<file path="config.mk">
export PLATFORM = sky130hd
export DESIGN_NAME = tmr_channel
export DESIGN_NICKNAME = d
export VERILOG_FILES = /design/src/core/tmr_pkg.sv /design/src/core/tmr_channel.sv /design/src/core/tmr_sync_edge.sv
export SDC_FILE = /design/constraint.sdc
export NUM_CORES = 1
export LEC_CHECK = 0
export BUFFER_PORTS_ARGS = -buffer_cell sky130_fd_sc_hd__clkbuf_2
export CAP_MARGIN = 25
export CORE_UTILIZATION = 50
export DETAILED_ROUTE_END_ITERATION = 6
export PLACE_DENSITY = 0.71
export SYNTH_ARGS = -nofsm -noshare
export SYNTH_HDL_FRONTEND = slang
export SYNTH_SLANG_ARGS = --single-unit
</file>
<file path="constraint.sdc">
create_clock -name sys_clk -period 5.1 [get_ports sys_clk]
set_clock_uncertainty 0.15 [all_clocks]
set_input_delay 0.255 -clock sys_clk [delete_from_list [all_inputs] [get_ports sys_clk]]
set_output_delay 0.255 -clock sys_clk [all_outputs]
set_load 0.02 [all_outputs]
</file>
<file path="src/core/tmr_pkg.sv">
package tmr_pkg;
	localparam int unsigned TMR_DATA_W       = 16;
	localparam int unsigned TMR_ADDR_W       = 4;
	localparam int unsigned TMR_PRESC_W      = 5;
	localparam int unsigned TMR_CHAN_MAX     = 4;
	localparam int unsigned TMR_TWO_PH_FIRST = 2;

	localparam logic [3:0] TMR_OFF_COUNT  = 4'h0;
	localparam logic [3:0] TMR_OFF_MODE   = 4'h4;
	localparam logic [3:0] TMR_OFF_START  = 4'h8;
	localparam logic [3:0] TMR_OFF_STATUS = 4'hc;

	localparam int unsigned TMR_MODE_LSB    = 0;
	localparam int unsigned TMR_CKSEL_LSB   = 2;
	localparam int unsigned TMR_GATE_EN_BIT = 4;
	localparam int unsigned TMR_GATE_HI_BIT = 5;
	localparam int unsigned TMR_PULSE_BIT   = 6;
	localparam int unsigned TMR_FALL_BIT    = 7;
	localparam int unsigned TMR_EVSRC_LSB   = 8;
	localparam int unsigned TMR_DIR_PIN_BIT = 10;
	localparam int unsigned TMR_DIR_UP_BIT  = 11;
	localparam int unsigned TMR_FREE_BIT    = 12;
	localparam logic [15:0] TMR_MODE_MASK   = 16'h1fff;

	localparam logic [15:0] TMR_MODE_RST  = 16'h0000;
	localparam logic [15:0] TMR_COUNT_RST = 16'h0000;
	localparam logic [15:0] TMR_CNT_MAX   = 16'hffff;
	localparam logic [15:0] TMR_CNT_MIN   = 16'h0000;
	localparam logic [4:0]  TMR_DIV8_LAST  = 5'h07;
	localparam logic [4:0]  TMR_DIV32_LAST = 5'h1f;

	typedef enum logic [1:0] {TMR_MODE_TIMER, TMR_MODE_EVENT, TMR_MODE_ONESHOT, TMR_MODE_PWM} tmr_mode_e;
	typedef enum logic [1:0] {TMR_CK_DIV1, TMR_CK_DIV8, TMR_CK_DIV32, TMR_CK_SUB32} tmr_cksel_e;
	typedef enum logic [1:0] {TMR_EV_PIN, TMR_EV_GROUPB, TMR_EV_NEIGHBOUR, TMR_EV_NONE} tmr_evsrc_e;
endpackage : tmr_pkg

</file>
<file path="src/core/tmr_channel.sv">
// Our own choices: the strobed register port and the register addresses.
`timescale 1ns/1ps
`default_nettype none
module tmr_channel
	import tmr_pkg::*;
#(
	parameter int unsigned CHAN_IDX = 0
) (
	input  wire logic                  sys_clk,
	input  wire logic                  rst_b,
	input  wire logic [TMR_ADDR_W-1:0] reg_addr,
	input  wire logic [TMR_DATA_W-1:0] reg_wdata,
	input  wire logic                  reg_wr,
	input  wire logic                  reg_rd,
	output logic      [TMR_DATA_W-1:0] reg_rdata,
	input  wire logic                  timer_event_input_pin,
	input  wire logic                  subclock_div32_source,
	input  wire logic                  group_b_third_timer_ovf,
	input  wire logic                  neighbour_group_a_timer_ovf,
	input  wire logic                  timer_toggle_output_pin_in,
	output logic                       timer_toggle_output_pin_out,
	output logic                       timer_toggle_output_pin_oe,
	output logic                       irq_req,
	output logic                       count_ovf
);
	if (CHAN_IDX > TMR_CHAN_MAX) begin : g_bad_chan
		$error("tmr_channel: CHAN_IDX out of range");
	end

	// two-phase capability is reported only; this channel counts single-phase
	localparam logic TWO_PHASE_CAP = (CHAN_IDX >= TMR_TWO_PH_FIRST);

	logic [TMR_DATA_W-1:0]  count;
	logic [TMR_DATA_W-1:0]  reload;
	logic [TMR_DATA_W-1:0]  mode_reg;
	logic                   start_flag;
	logic [TMR_PRESC_W-1:0] presc;
	logic [TMR_DATA_W-1:0]  next_count;
	logic [TMR_DATA_W-1:0]  rd_mux;
	logic [TMR_DATA_W-1:0]  status_word;

	logic       in_lvl;
	logic       in_rise;
	logic       in_fall;
	logic       sub_rise;
	logic       dir_pin_lvl;
	tmr_mode_e  mode;
	tmr_cksel_e cksel;
	tmr_evsrc_e evsrc;

	wire hit_count  = (reg_addr == TMR_OFF_COUNT);
	wire hit_mode   = (reg_addr == TMR_OFF_MODE);
	wire hit_start  = (reg_addr == TMR_OFF_START);
	wire hit_status = (reg_addr == TMR_OFF_STATUS);
	wire wr_count   = reg_wr & hit_count;
	wire wr_mode    = reg_wr & hit_mode;
	wire wr_start   = reg_wr & hit_start;

	function automatic logic [1:0] field2(input logic [TMR_DATA_W-1:0] r, input int unsigned lsb);
		field2 = r[lsb +: 2];
	endfunction : field2

	function automatic logic pick4(input logic [1:0] sel, input logic a, input logic b,
		input logic c, input logic d);
		case (sel)
			2'h0: pick4 = a;
			2'h1: pick4 = b;
			2'h2: pick4 = c;
			default: pick4 = d;
		endcase
	endfunction : pick4

	assign mode  = tmr_mode_e'(field2(mode_reg, TMR_MODE_LSB));
	assign cksel = tmr_cksel_e'(field2(mode_reg, TMR_CKSEL_LSB));
	assign evsrc = tmr_evsrc_e'(field2(mode_reg, TMR_EVSRC_LSB));

	wire gate_en   = mode_reg[TMR_GATE_EN_BIT];
	wire gate_hi   = mode_reg[TMR_GATE_HI_BIT];
	wire pulse_en  = mode_reg[TMR_PULSE_BIT];
	wire edge_fall = mode_reg[TMR_FALL_BIT];
	wire dir_pin   = mode_reg[TMR_DIR_PIN_BIT];
	wire dir_sw_up = mode_reg[TMR_DIR_UP_BIT];
	wire free_run  = mode_reg[TMR_FREE_BIT];
	wire is_timer  = (mode == TMR_MODE_TIMER);
	wire is_event  = (mode == TMR_MODE_EVENT);

	tmr_sync_edge u_in_sync (
		.sys_clk (sys_clk),
		.rst_b   (rst_b),
		.d       (timer_event_input_pin),
		.lvl     (in_lvl),
		.rise    (in_rise),
		.fall    (in_fall)
	);

	tmr_sync_edge u_sub_sync (
		.sys_clk (sys_clk),
		.rst_b   (rst_b),
		.d       (subclock_div32_source),
		.lvl     (),
		.rise    (sub_rise),
		.fall    ()
	);

	tmr_sync_edge u_dir_sync (
		.sys_clk (sys_clk),
		.rst_b   (rst_b),
		.d       (timer_toggle_output_pin_in),
		.lvl     (dir_pin_lvl),
		.rise    (),
		.fall    ()
	);

	// free-running prescaler shared by the divide-by-8 and divide-by-32 sources; the subclock source does not use it
	always_ff @(posedge sys_clk or negedge rst_b) begin
		if (!rst_b)
			presc <= '0;
		else
			presc <= presc + 1'b1;
	end

	wire div8_tick  = (presc[2:0] == TMR_DIV8_LAST[2:0]);
	wire div32_tick = (presc == TMR_DIV32_LAST);
	wire clk_tick   = pick4(cksel, 1'b1, div8_tick, div32_tick, sub_rise);

	// gate level only gates counting in timer mode; in event mode the pin can supply the counted edges
	wire gate_ok    = ~gate_en | (in_lvl == gate_hi);
	wire pin_edge   = edge_fall ? in_fall : in_rise;
	wire ev_tick    = pick4(evsrc, pin_edge, group_b_third_timer_ovf,
		neighbour_group_a_timer_ovf, 1'b0);
	// the pin cannot drive pulses and sense direction at once; pulse wins
	wire use_dir_pin = dir_pin & ~pulse_en;
	wire dir_up      = use_dir_pin ? dir_pin_lvl : dir_sw_up;

	wire tick_timer = is_timer & gate_ok & clk_tick;
	wire tick_event = is_event & ev_tick;
	wire tick       = start_flag & (tick_timer | tick_event);
	wire count_up   = is_event & dir_up;
	wire wrap_hit   = count_up ? (count == TMR_CNT_MAX) : (count == TMR_CNT_MIN);
	wire wrap_evt   = tick & wrap_hit;
	wire do_reload  = wrap_evt & ~(is_event & free_run);
	wire load_both  = wr_count & ~start_flag;

	// reload on wrap gives n+1 ticks down, FFFF-n+1 ticks up
	assign next_count = load_both ? reg_wdata :
		do_reload ? reload :
		(tick & count_up) ? count + 1'b1 :
		tick ? count - 1'b1 : count;

	assign status_word = {12'h000, TWO_PHASE_CAP, timer_toggle_output_pin_out, dir_up,
		start_flag & (is_event | gate_ok)};

	assign rd_mux = hit_count  ? count :
		hit_mode   ? mode_reg :
		hit_start  ? {15'h0000, start_flag} :
		hit_status ? status_word : '0;

	always_ff @(posedge sys_clk or negedge rst_b) begin
		if (!rst_b)
			count <= TMR_COUNT_RST;
		else
			count <= next_count;
	end

	// a running write lands in reload and waits for the next wrap
	always_ff @(posedge sys_clk or negedge rst_b) begin
		if (!rst_b)
			reload <= TMR_COUNT_RST;
		else if (wr_count)
			reload <= reg_wdata;
	end

	always_ff @(posedge sys_clk or negedge rst_b) begin
		if (!rst_b) begin
			mode_reg   <= TMR_MODE_RST;
			start_flag <= 1'b0;
		end else begin
			if (wr_mode)
				mode_reg <= reg_wdata & TMR_MODE_MASK;
			if (wr_start)
				start_flag <= reg_wdata[0];
		end
	end

	always_ff @(posedge sys_clk or negedge rst_b) begin
		if (!rst_b)
			reg_rdata <= '0;
		else
			reg_rdata <= reg_rd ? rd_mux : '0;
	end

	always_ff @(posedge sys_clk or negedge rst_b) begin
		if (!rst_b) begin
			irq_req   <= 1'b0;
			count_ovf <= 1'b0;
		end else begin
			irq_req   <= wrap_evt;
			count_ovf <= wrap_evt;
		end
	end

	wire pulse_active = pulse_en & (is_timer | is_event);

	always_ff @(posedge sys_clk or negedge rst_b) begin
		if (!rst_b) begin
			timer_toggle_output_pin_out <= 1'b0;
			timer_toggle_output_pin_oe  <= 1'b0;
		end else begin
			timer_toggle_output_pin_oe <= pulse_active;
			if (pulse_active & wrap_evt)
				timer_toggle_output_pin_out <= ~timer_toggle_output_pin_out;
		end
	end
endmodule : tmr_channel
`default_nettype wire

</file>
<file path="src/core/tmr_sync_edge.sv">
`timescale 1ns/1ps
`default_nettype none
module tmr_sync_edge (
	input  wire logic sys_clk,
	input  wire logic rst_b,
	input  wire logic d,
	output logic      lvl,
	output logic      rise,
	output logic      fall
);
	logic meta;
	logic sync;
	logic prev;

	// meta feeds sync only; edges come from the settled pair
	always_ff @(posedge sys_clk or negedge rst_b) begin
		if (!rst_b) begin
			meta <= 1'b0;
			sync <= 1'b0;
			prev <= 1'b0;
		end else begin
			meta <= d;
			sync <= meta;
			prev <= sync;
		end
	end

	assign lvl  = sync;
	assign rise = sync & ~prev;
	assign fall = ~sync & prev;
endmodule : tmr_sync_edge
`default_nettype wire

</file>
==> results.py, run 1 <==
metrics = {
    "outcome": {
        "status": "complete, no violations",
    },
    "power": {
        "leakage_nw": 2.167,
        "p_per_area_nw_per_um2": 509.1,
        "vdd_drop_max_mv": 0.2638,
        "p_total_mw": 2.426,
    },
    "die": {
        "core_area_um2": 7848,
        "start_util": 0.5254,
        "num_rows": 32,
        "pin_count": 49,
        "die_w_um": 92.81,
        "die-area_um2": 8613,
        "die_h_um": 92.81,
    },
    "logic_synthesis": {
        "synthDistinctLibCells": 55,
        "netlist_instances": 390,
        "syn_nets": 438,
        "async_flop_share": 1.000,
        "synth_area_leaders": "dfrtp_1, mux2_2, ha_1",
        "yosysWarnings": 0,
        "synth_edf_count": 0,
        "yosysSeqAreaShare": 0.4734,
        "synth_flop_cell": "dfrtp_1",
        "ys_ff_latch": 78,
        "yosys.area.top_type": "dfrtp_1",
        "yosysTopAreaCellShare": 0.4734,
        "syn_area_per_cell_um2": 10.57,
        "netlist_area_um2": 4123,
    },
    "route": {
        "firstDrtPassIters": 5,
        "drc_errors": 0,
        "post_drt_via_cell_ratio": 6.040,
        "wl_per_cell_um": 17.52,
        "ant_nets": 0,
        "drt_iter0_drc": 195,
        "vias": 3340,
        "wl_mm": 9.686,
    },
    "clock_network": {
        "hold_buffers": 8,
        "cts_root_buffer": "clkbuf_8",
        "max-clock-path-buffers": 2,
        "cts_resized": 0,
        "cts_setup_buffers": 0,
        "clock-sinks": 78,
        "h-tree-depth": 3,
        "path_clk_slew_ns": 0.09,
        "numCtsBuffers": 9,
        "clkLatencyLatePin_ns": 0.37,
        "cts_tree": "done",
    },
    "sta": {
        "whs_ns": 0.01230,
        "setup-violations-final": 0,
        "hold_violations": 0,
        "slew_headroom": 0.3915,
        "tightest_slew_ns": 0.9105,
        "fin_ws_ns": 1.046,
        "final.period_utilization": 0.7949,
        "tns_ns": 0,
        "slew_violations": 0,
        "rsz0062_at_grt": "false",
        "fmax_mhz": 246.7,
        "min_period_ns": 4.054,
    },
    "global_routing": {
        "antenna_found_initial": 0,
        "gr-usage-all-layers": 0.2444,
        "grt_pass1_vias": 3220,
        "grt_max_degree": 79,
        "grt.overflow.total": 0,
        "grt_pass1_wl_mm": 16.08,
    },
    "setup_path": {
        "critical_path.max_stage_delay_ns": 0.54,
        "start_kind": "flop",
        "crit_path_end_kind": "flop",
        "crit_chain": "ha_1 -> and3_1 -> ha_1 -> nand2b_1 -> a31oi_1 -> nand4_1 -> a21oi_1 -> inv_1 -> fa_1 -> a211oi_1 -> o21bai_1 -> a21oi_1 -> o31a_1 -> xnor2_1 -> mux2i_1 -> o221ai_1",
        "critical_path.max_fanout": 16,
        "reg2reg_from": "presc[0]",
        "reg2reg_slack_ns": 1.05,
        "rr_endpoint": "count[10]",
        "crit_path_top_delay_cell": "fa_1",
        "worstPathRequired_ns": 5.23,
        "crit_arrival_ns": 4.18,
        "crit_type": "reg -> reg",
        "reg2reg_depth": 16,
    },
    "min_path": {
        "hold_path.startpoint": "reg_wdata[7]",
        "whs_path_depth": 2,
        "hp-class": "in -> reg",
        "min_to": "mode_reg[7]",
    },
    "final_layout": {
        "layout-drive-gt1-share": 0.2328,
        "reg.largest.list": "count x16, reg_rdata x16, reload x16",
        "fin_util": 0.6073,
        "syn2layout_area_growth_pct": 15.60,
        "n_antenna_cell": 0,
        "fin_nets": 494,
    },
    "place": {
        "dpl_worst_slack_ns": 1.137,
        "place.gp.congestion": 0.8809,
        "dp_hpwl_mm": 6.902,
        "io_buffers": 48,
    },
    "flow_run": {
        "drv_cap": 0,
    },
}
==> stage by stage <==
step | cells | area, um^2
after floorplan | 390 | 4123
after global routing | 553 | 4766
after detailed placement | 528 | 4442
final | 553 | 4766
after CTS | 552 | 4738
after global placement | 527 | 4437
==> cells in the final DEF (no fill, tap or decap), drive strengths merged, types with 10 or more instances in the layout <==
master / Yosys / final
dfrtp: 78 / 78
nand2: 41 / 41
nor2: 18 / 18
a21oi: 23 / 23
o21ai: 20 / 20
xnor2: 11 / 11
clkbuf: 9 / 58
mux2: 30 / 30
a22o: 10 / 10
nor3: 11 / 11
ha: 18 / 18
==> per-layer routing <==
metal,track usage,share of wire,vias up
met2,0.3903,0.48,107
met3,0.04351,0.051,17
li1,-,-,1568
met5,0,0,-
met1,0.3369,0.46,1648
met4,0.07949,0.015,0
==> Yosys cell counts, types with 2 or more instances <==
master and instances:
nand3b_1 3, and3_1 5, nor2b_1 2, nand4_1 6
buf_2 3, o221ai_1 8, nor4_1 5, inv_1 8
nor2_1 18, mux2_2 30, and2_1 3, a21oi_1 23
a211oi_1 9, nand2b_1 5, mux2i_1 6, buf_4 2
a22oi_1 2, nor3b_1 4, nand3_1 5, o31a_1 2
nand2_1 41, nand4b_1 2, a31oi_1 8, o21bai_1 3
o22ai_1 3, dfrtp_1 78, o21ai_0 20, xnor2_1 11
ha_1 18, clkbuf_1 9, nor3_1 11, a21o_1 5
a22o_1 10
==> worst max path at each step <==
| stage | startpoint | endpoint |
|---|---|---|
| 3_5_place_dp | presc[0] | count[10] |
| 6_report | presc[0] | count[10] |
| 5_1_grt | presc[0] | count[15] |
| 3_3_place_gp | presc[0] | count[6] |
| 4_1_cts | presc[0] | count[10] |
| 2_1_floorplan | presc[0] | count[13] |
==> final cells by class <==
cell class / count / area [um^2]
tap: 102 / 127.6
fill: 656 / 3082
inverter: 8 / 30.03
sequential: 78 / 1952
timing repair buffer: 61 / 377.9
clock inverter: 5 / 65.06
multi-input combinational: 288 / 2062
clock buffer: 11 / 151.4
==> worst max-delay path, delay by kind of cell, from the launching register on <==
family | cells | cell delay (ns)
DFF | 1 | 0.38
xor gates and xnor gates | 1 | 0.15
muxes | 1 | 0.09
adders and majority gates | 3 | 0.85
buffers and inverters | 1 | 0.32
AOI/OAI and AO/OA | 7 | 1.58
and+or+nand+nor | 3 | 0.44
==> power breakdown <==
group / total [mW] / switching [mW] / internal (mW)
sequential: 0.916 / 0.173 / 0.743
clock: 0.506 / 0.249 / 0.257
combinational: 1.00 / 0.539 / 0.466
==> cell families (layout without fill, tap and decap cells) <==
| logic type | count (synthesis) | count (layout) | share of synthesized area |
|---|---|---|---|
| muxes | 36 | 36 | 0.09651 |
| xor gates and xnor gates | 12 | 12 | 0.02549 |
| buffers and inverters | 24 | 85 | 0.02640 |
| adders and majority gates | 19 | 19 | 0.05949 |
| DFF | 78 | 78 | 0.4734 |
| and+or+nand+nor | 120 | 120 | 0.1514 |
| AOI/OAI and AO/OA | 101 | 101 | 0.1672 |
No activity file was read; power rests on OpenSTA's default activity.
==> inputs of run 2 (changes only) <==
--- a/config.mk
+++ b/config.mk
@@ -5,11 +5,12 @@
 export SDC_FILE = /design/constraint.sdc
 export NUM_CORES = 1
 export LEC_CHECK = 0
+export ABC_AREA = 1
 export BUFFER_PORTS_ARGS = -buffer_cell sky130_fd_sc_hd__clkbuf_2
 export CAP_MARGIN = 25
 export CORE_UTILIZATION = 50
 export DETAILED_ROUTE_END_ITERATION = 6
-export PLACE_DENSITY = 0.71
+export PLACE_DENSITY = 0.74
 export SYNTH_ARGS = -nofsm -noshare
 export SYNTH_HDL_FRONTEND = slang
 export SYNTH_SLANG_ARGS = --single-unit
==> constraint.sdc (replaced) <==
create_clock -name sys_clk -period 3.53 [get_ports sys_clk]
set_clock_uncertainty 0.15 [all_clocks]
set_input_delay 0.1765 -clock sys_clk [delete_from_list [all_inputs] [get_ports sys_clk]]
set_output_delay 0.1765 -clock sys_clk [all_outputs]
set_load 0.02 [all_outputs]
==> results.py, run 2 <==
metrics = {
    "clock_network": {
        "path_clk_slew_ns": 0.08,
        "h-tree-depth": 3,
        "numCtsBuffers": 9,
        "clkLatencyLatePin_ns": 0.36,
        "cts_setup_buffers": 0,
        "max-clock-path-buffers": 2,
        "cts_tree": "done",
        "clock-sinks": 78,
        "cts_root_buffer": "clkbuf_8",
    },
    "logic_synthesis": {
        "yosysSeqAreaShare": 0.4577,
        "yosys.area.top_type": "dfrtp_1",
        "netlist_area_um2": 4264,
        "netlist_instances": 531,
        "async_flop_share": 1.000,
        "yosysMostFrequentCell": "nand2_1",
        "syn_area_per_cell_um2": 8.030,
        "yosysWarnings": 0,
        "ys_ff_latch": 78,
        "synth_edf_count": 0,
        "syn_nets": 579,
        "yosysTopAreaCellShare": 0.4577,
        "synth_flop_cell": "dfrtp_1",
        "synthDistinctLibCells": 39,
        "synth_area_leaders": "dfrtp_1, nand2_1, inv_1",
        "ys_top_cells_by_count": "nand2_1, dfrtp_1, inv_1, o21ai_0, nor2_1",
    },
    "min_path": {
        "hold_path.startpoint": "reg_wdata[3]",
        "min_to": "mode_reg[3]",
        "hp-class": "in -> reg",
        "whs_path_depth": 3,
    },
    "setup_path": {
        "critical_path.max_fanout": 18,
        "crit_type": "reg -> reg",
        "reg2reg_from": "presc[0]",
        "crit_arrival_ns": 3.32,
        "reg2reg_depth": 18,
        "rr_endpoint": "count[8]",
        "crit_path_end_kind": "flop",
        "worstPathRequired_ns": 3.61,
        "start_kind": "flop",
        "reg2reg_slack_ns": 0.29,
    },
    "route": {
        "wl_mm": 10.76,
        "drc_errors": 0,
        "vias": 3845,
        "post_drt_via_cell_ratio": 5.400,
        "drt_iter0_drc": 257,
        "firstDrtPassIters": 5,
        "wl_per_cell_um": 15.11,
        "ant_nets": 0,
    },
    "power": {
        "vdd_drop_max_mv": 0.4235,
        "p_per_area_nw_per_um2": 685.4,
        "leakage_nw": 2.560,
    },
    "die": {
        "pin_count": 49,
        "num_rows": 33,
        "die_h_um": 94.35,
        "die_w_um": 94.35,
        "start_util": 0.5190,
        "die-area_um2": 8902,
        "core_area_um2": 8217,
    },
    "outcome": {
        "violations": "hold timing",
        "status": "finished, violations left",
    },
    "sta": {
        "min_period_ns": 3.240,
        "final.period_utilization": 0.9178,
        "tns_ns": 0,
        "hold_violations": 5,
        "whs_ns": -0.008280,
        "tightest_slew_ns": 0.8033,
        "rsz0062_at_grt": "false",
        "slew_violations": 0,
        "slew_headroom": 0.4632,
        "setup-violations-final": 0,
        "fmax_mhz": 308.7,
    },
    "place": {
        "io_buffers": 48,
        "dp_hpwl_mm": 7.718,
        "dp_cells": 674,
        "place.gp.congestion": 0.8820,
    },
    "final_layout": {
        "syn2layout_area_growth_pct": 18.75,
        "n_antenna_cell": 0,
        "fin_nets": 650,
        "reg.largest.list": "count x16, reg_rdata x16, reload x16",
        "final_common_cell": "nand2_1",
        "layout-drive-gt1-share": 0.1433,
        "final_cell_mix": "nand2_1, dfrtp_1, inv_1",
        "final_cells": 712,
    },
    "flow_run": {
        "drv_cap": 0,
    },
    "global_routing": {
        "grt.overflow.total": 0,
        "grtUsageMet2": 0.4221,
        "gr-usage-met3": 0.04509,
        "antenna_found_initial": 0,
        "grt_busiest_layer": "met2",
        "gr-usage-all-layers": 0.2610,
        "grt_max_degree": 79,
        "grt_pass1_vias": 3631,
        "grt_pass1_wl_mm": 17.51,
        "grt.met1_usage": 0.3565,
    },
}
## run 2: changes by cell type after synthesis, moves of 9 or more
| cell | change |
|---|---|
| nor3_1 | -9 |
| o21ai_0 | +26 |
| mux2_2 | -30 |
| nand2_1 | +92 |
| nand3_1 | +33 |
| o211ai_1 | +13 |
| a22o_1 | -10 |
| nor2_1 | +24 |
| inv_1 | +55 |
## run 2: report_power, final
group	internal, mW	switching (mW)	leakage, nW
combinational	0.600	0.911	1.49
sequential	1.06	0.202	0.973
clock	0.346	0.346	0.0955
## run 2: cell type report
type                       instances  area (um^2)
fill                             701         3153
multi-input combinational        373         2017
sequential                        78         1952
timing repair buffer              72        508.0
inverter                          68        255.2
clock buffer                      11        141.4
tap                              105        131.4
clock inverter                     5        58.81
## run 2: metrics by stage
stage,power [mW],hold WS (ns),setup WS (ns),util,instance area (um^2)
after detailed placement,2.705,0.1361,0.2366,0.5598,4599
final,3.470,-0.008280,0.2901,0.6163,5064
after global routing,3.717,0.003107,0.02796,0.6163,5064
after global placement,2.679,0.1343,0.3296,0.5598,4599
after CTS,3.417,0.002786,0.1986,0.6097,5010
after floorplan,2.328,-0.2691,0.3410,-,4264
## run 2: critical path, stage by stage (launching register included)
cell      delay (ns)
dfrtp_1         0.40
ha_1            0.22
nand2_1         0.07
nor2_1          0.04
ha_1            0.18
a21oi_1         0.14
nand2_1         0.06
nand2_1         0.13
nand2_1         0.13
nand3_2         0.11
buf_12          0.16
ha_1            0.30
a21oi_1         0.19
nand2_1         0.15
a21oi_1         0.22
xor2_1          0.18
nand2_1         0.08
o211ai_1        0.09
o211ai_1        0.12
## run 2: worst max path at each step
stage	end	start	slack (ns)
6_report	count[8]	presc[0]	0.29
5_1_grt	count[11]	presc[0]	0.03
4_1_cts	count[14]	presc[0]	0.20
3_5_place_dp	count[14]	presc[0]	0.24
3_3_place_gp	count[14]	presc[0]	0.33
2_1_floorplan	count[14]	presc[0]	0.34
## run 2: cells by family (layout without fill, tap and decap cells)
kind of cell             after synthesis  count (layout)  share of synthesized area
adder cells (fa/ha/maj)               19              19                    0.05751
AND/OR/NAND/NOR                      235             235                     0.2377
flip-flops                            78              78                     0.4577
XOR/XNOR                              13              13                    0.02670
buffers and inverters                 80             156                    0.07541
AO/OA/AOI/OAI                        106             106                     0.1450
## run 2: layer usage
layer	vias up	part of all wire
met1	1816	0.46
met5	-	0
met4	0	0.020
met2	125	0.46
met3	17	0.052
li1	1887	-
## run 2: timing repair
action,in CTS,in global routing
endpoints found under the setup margin,0,7
hold buffers,21,0
hold endpoints to repair,104,0
gates resized for setup,0,7
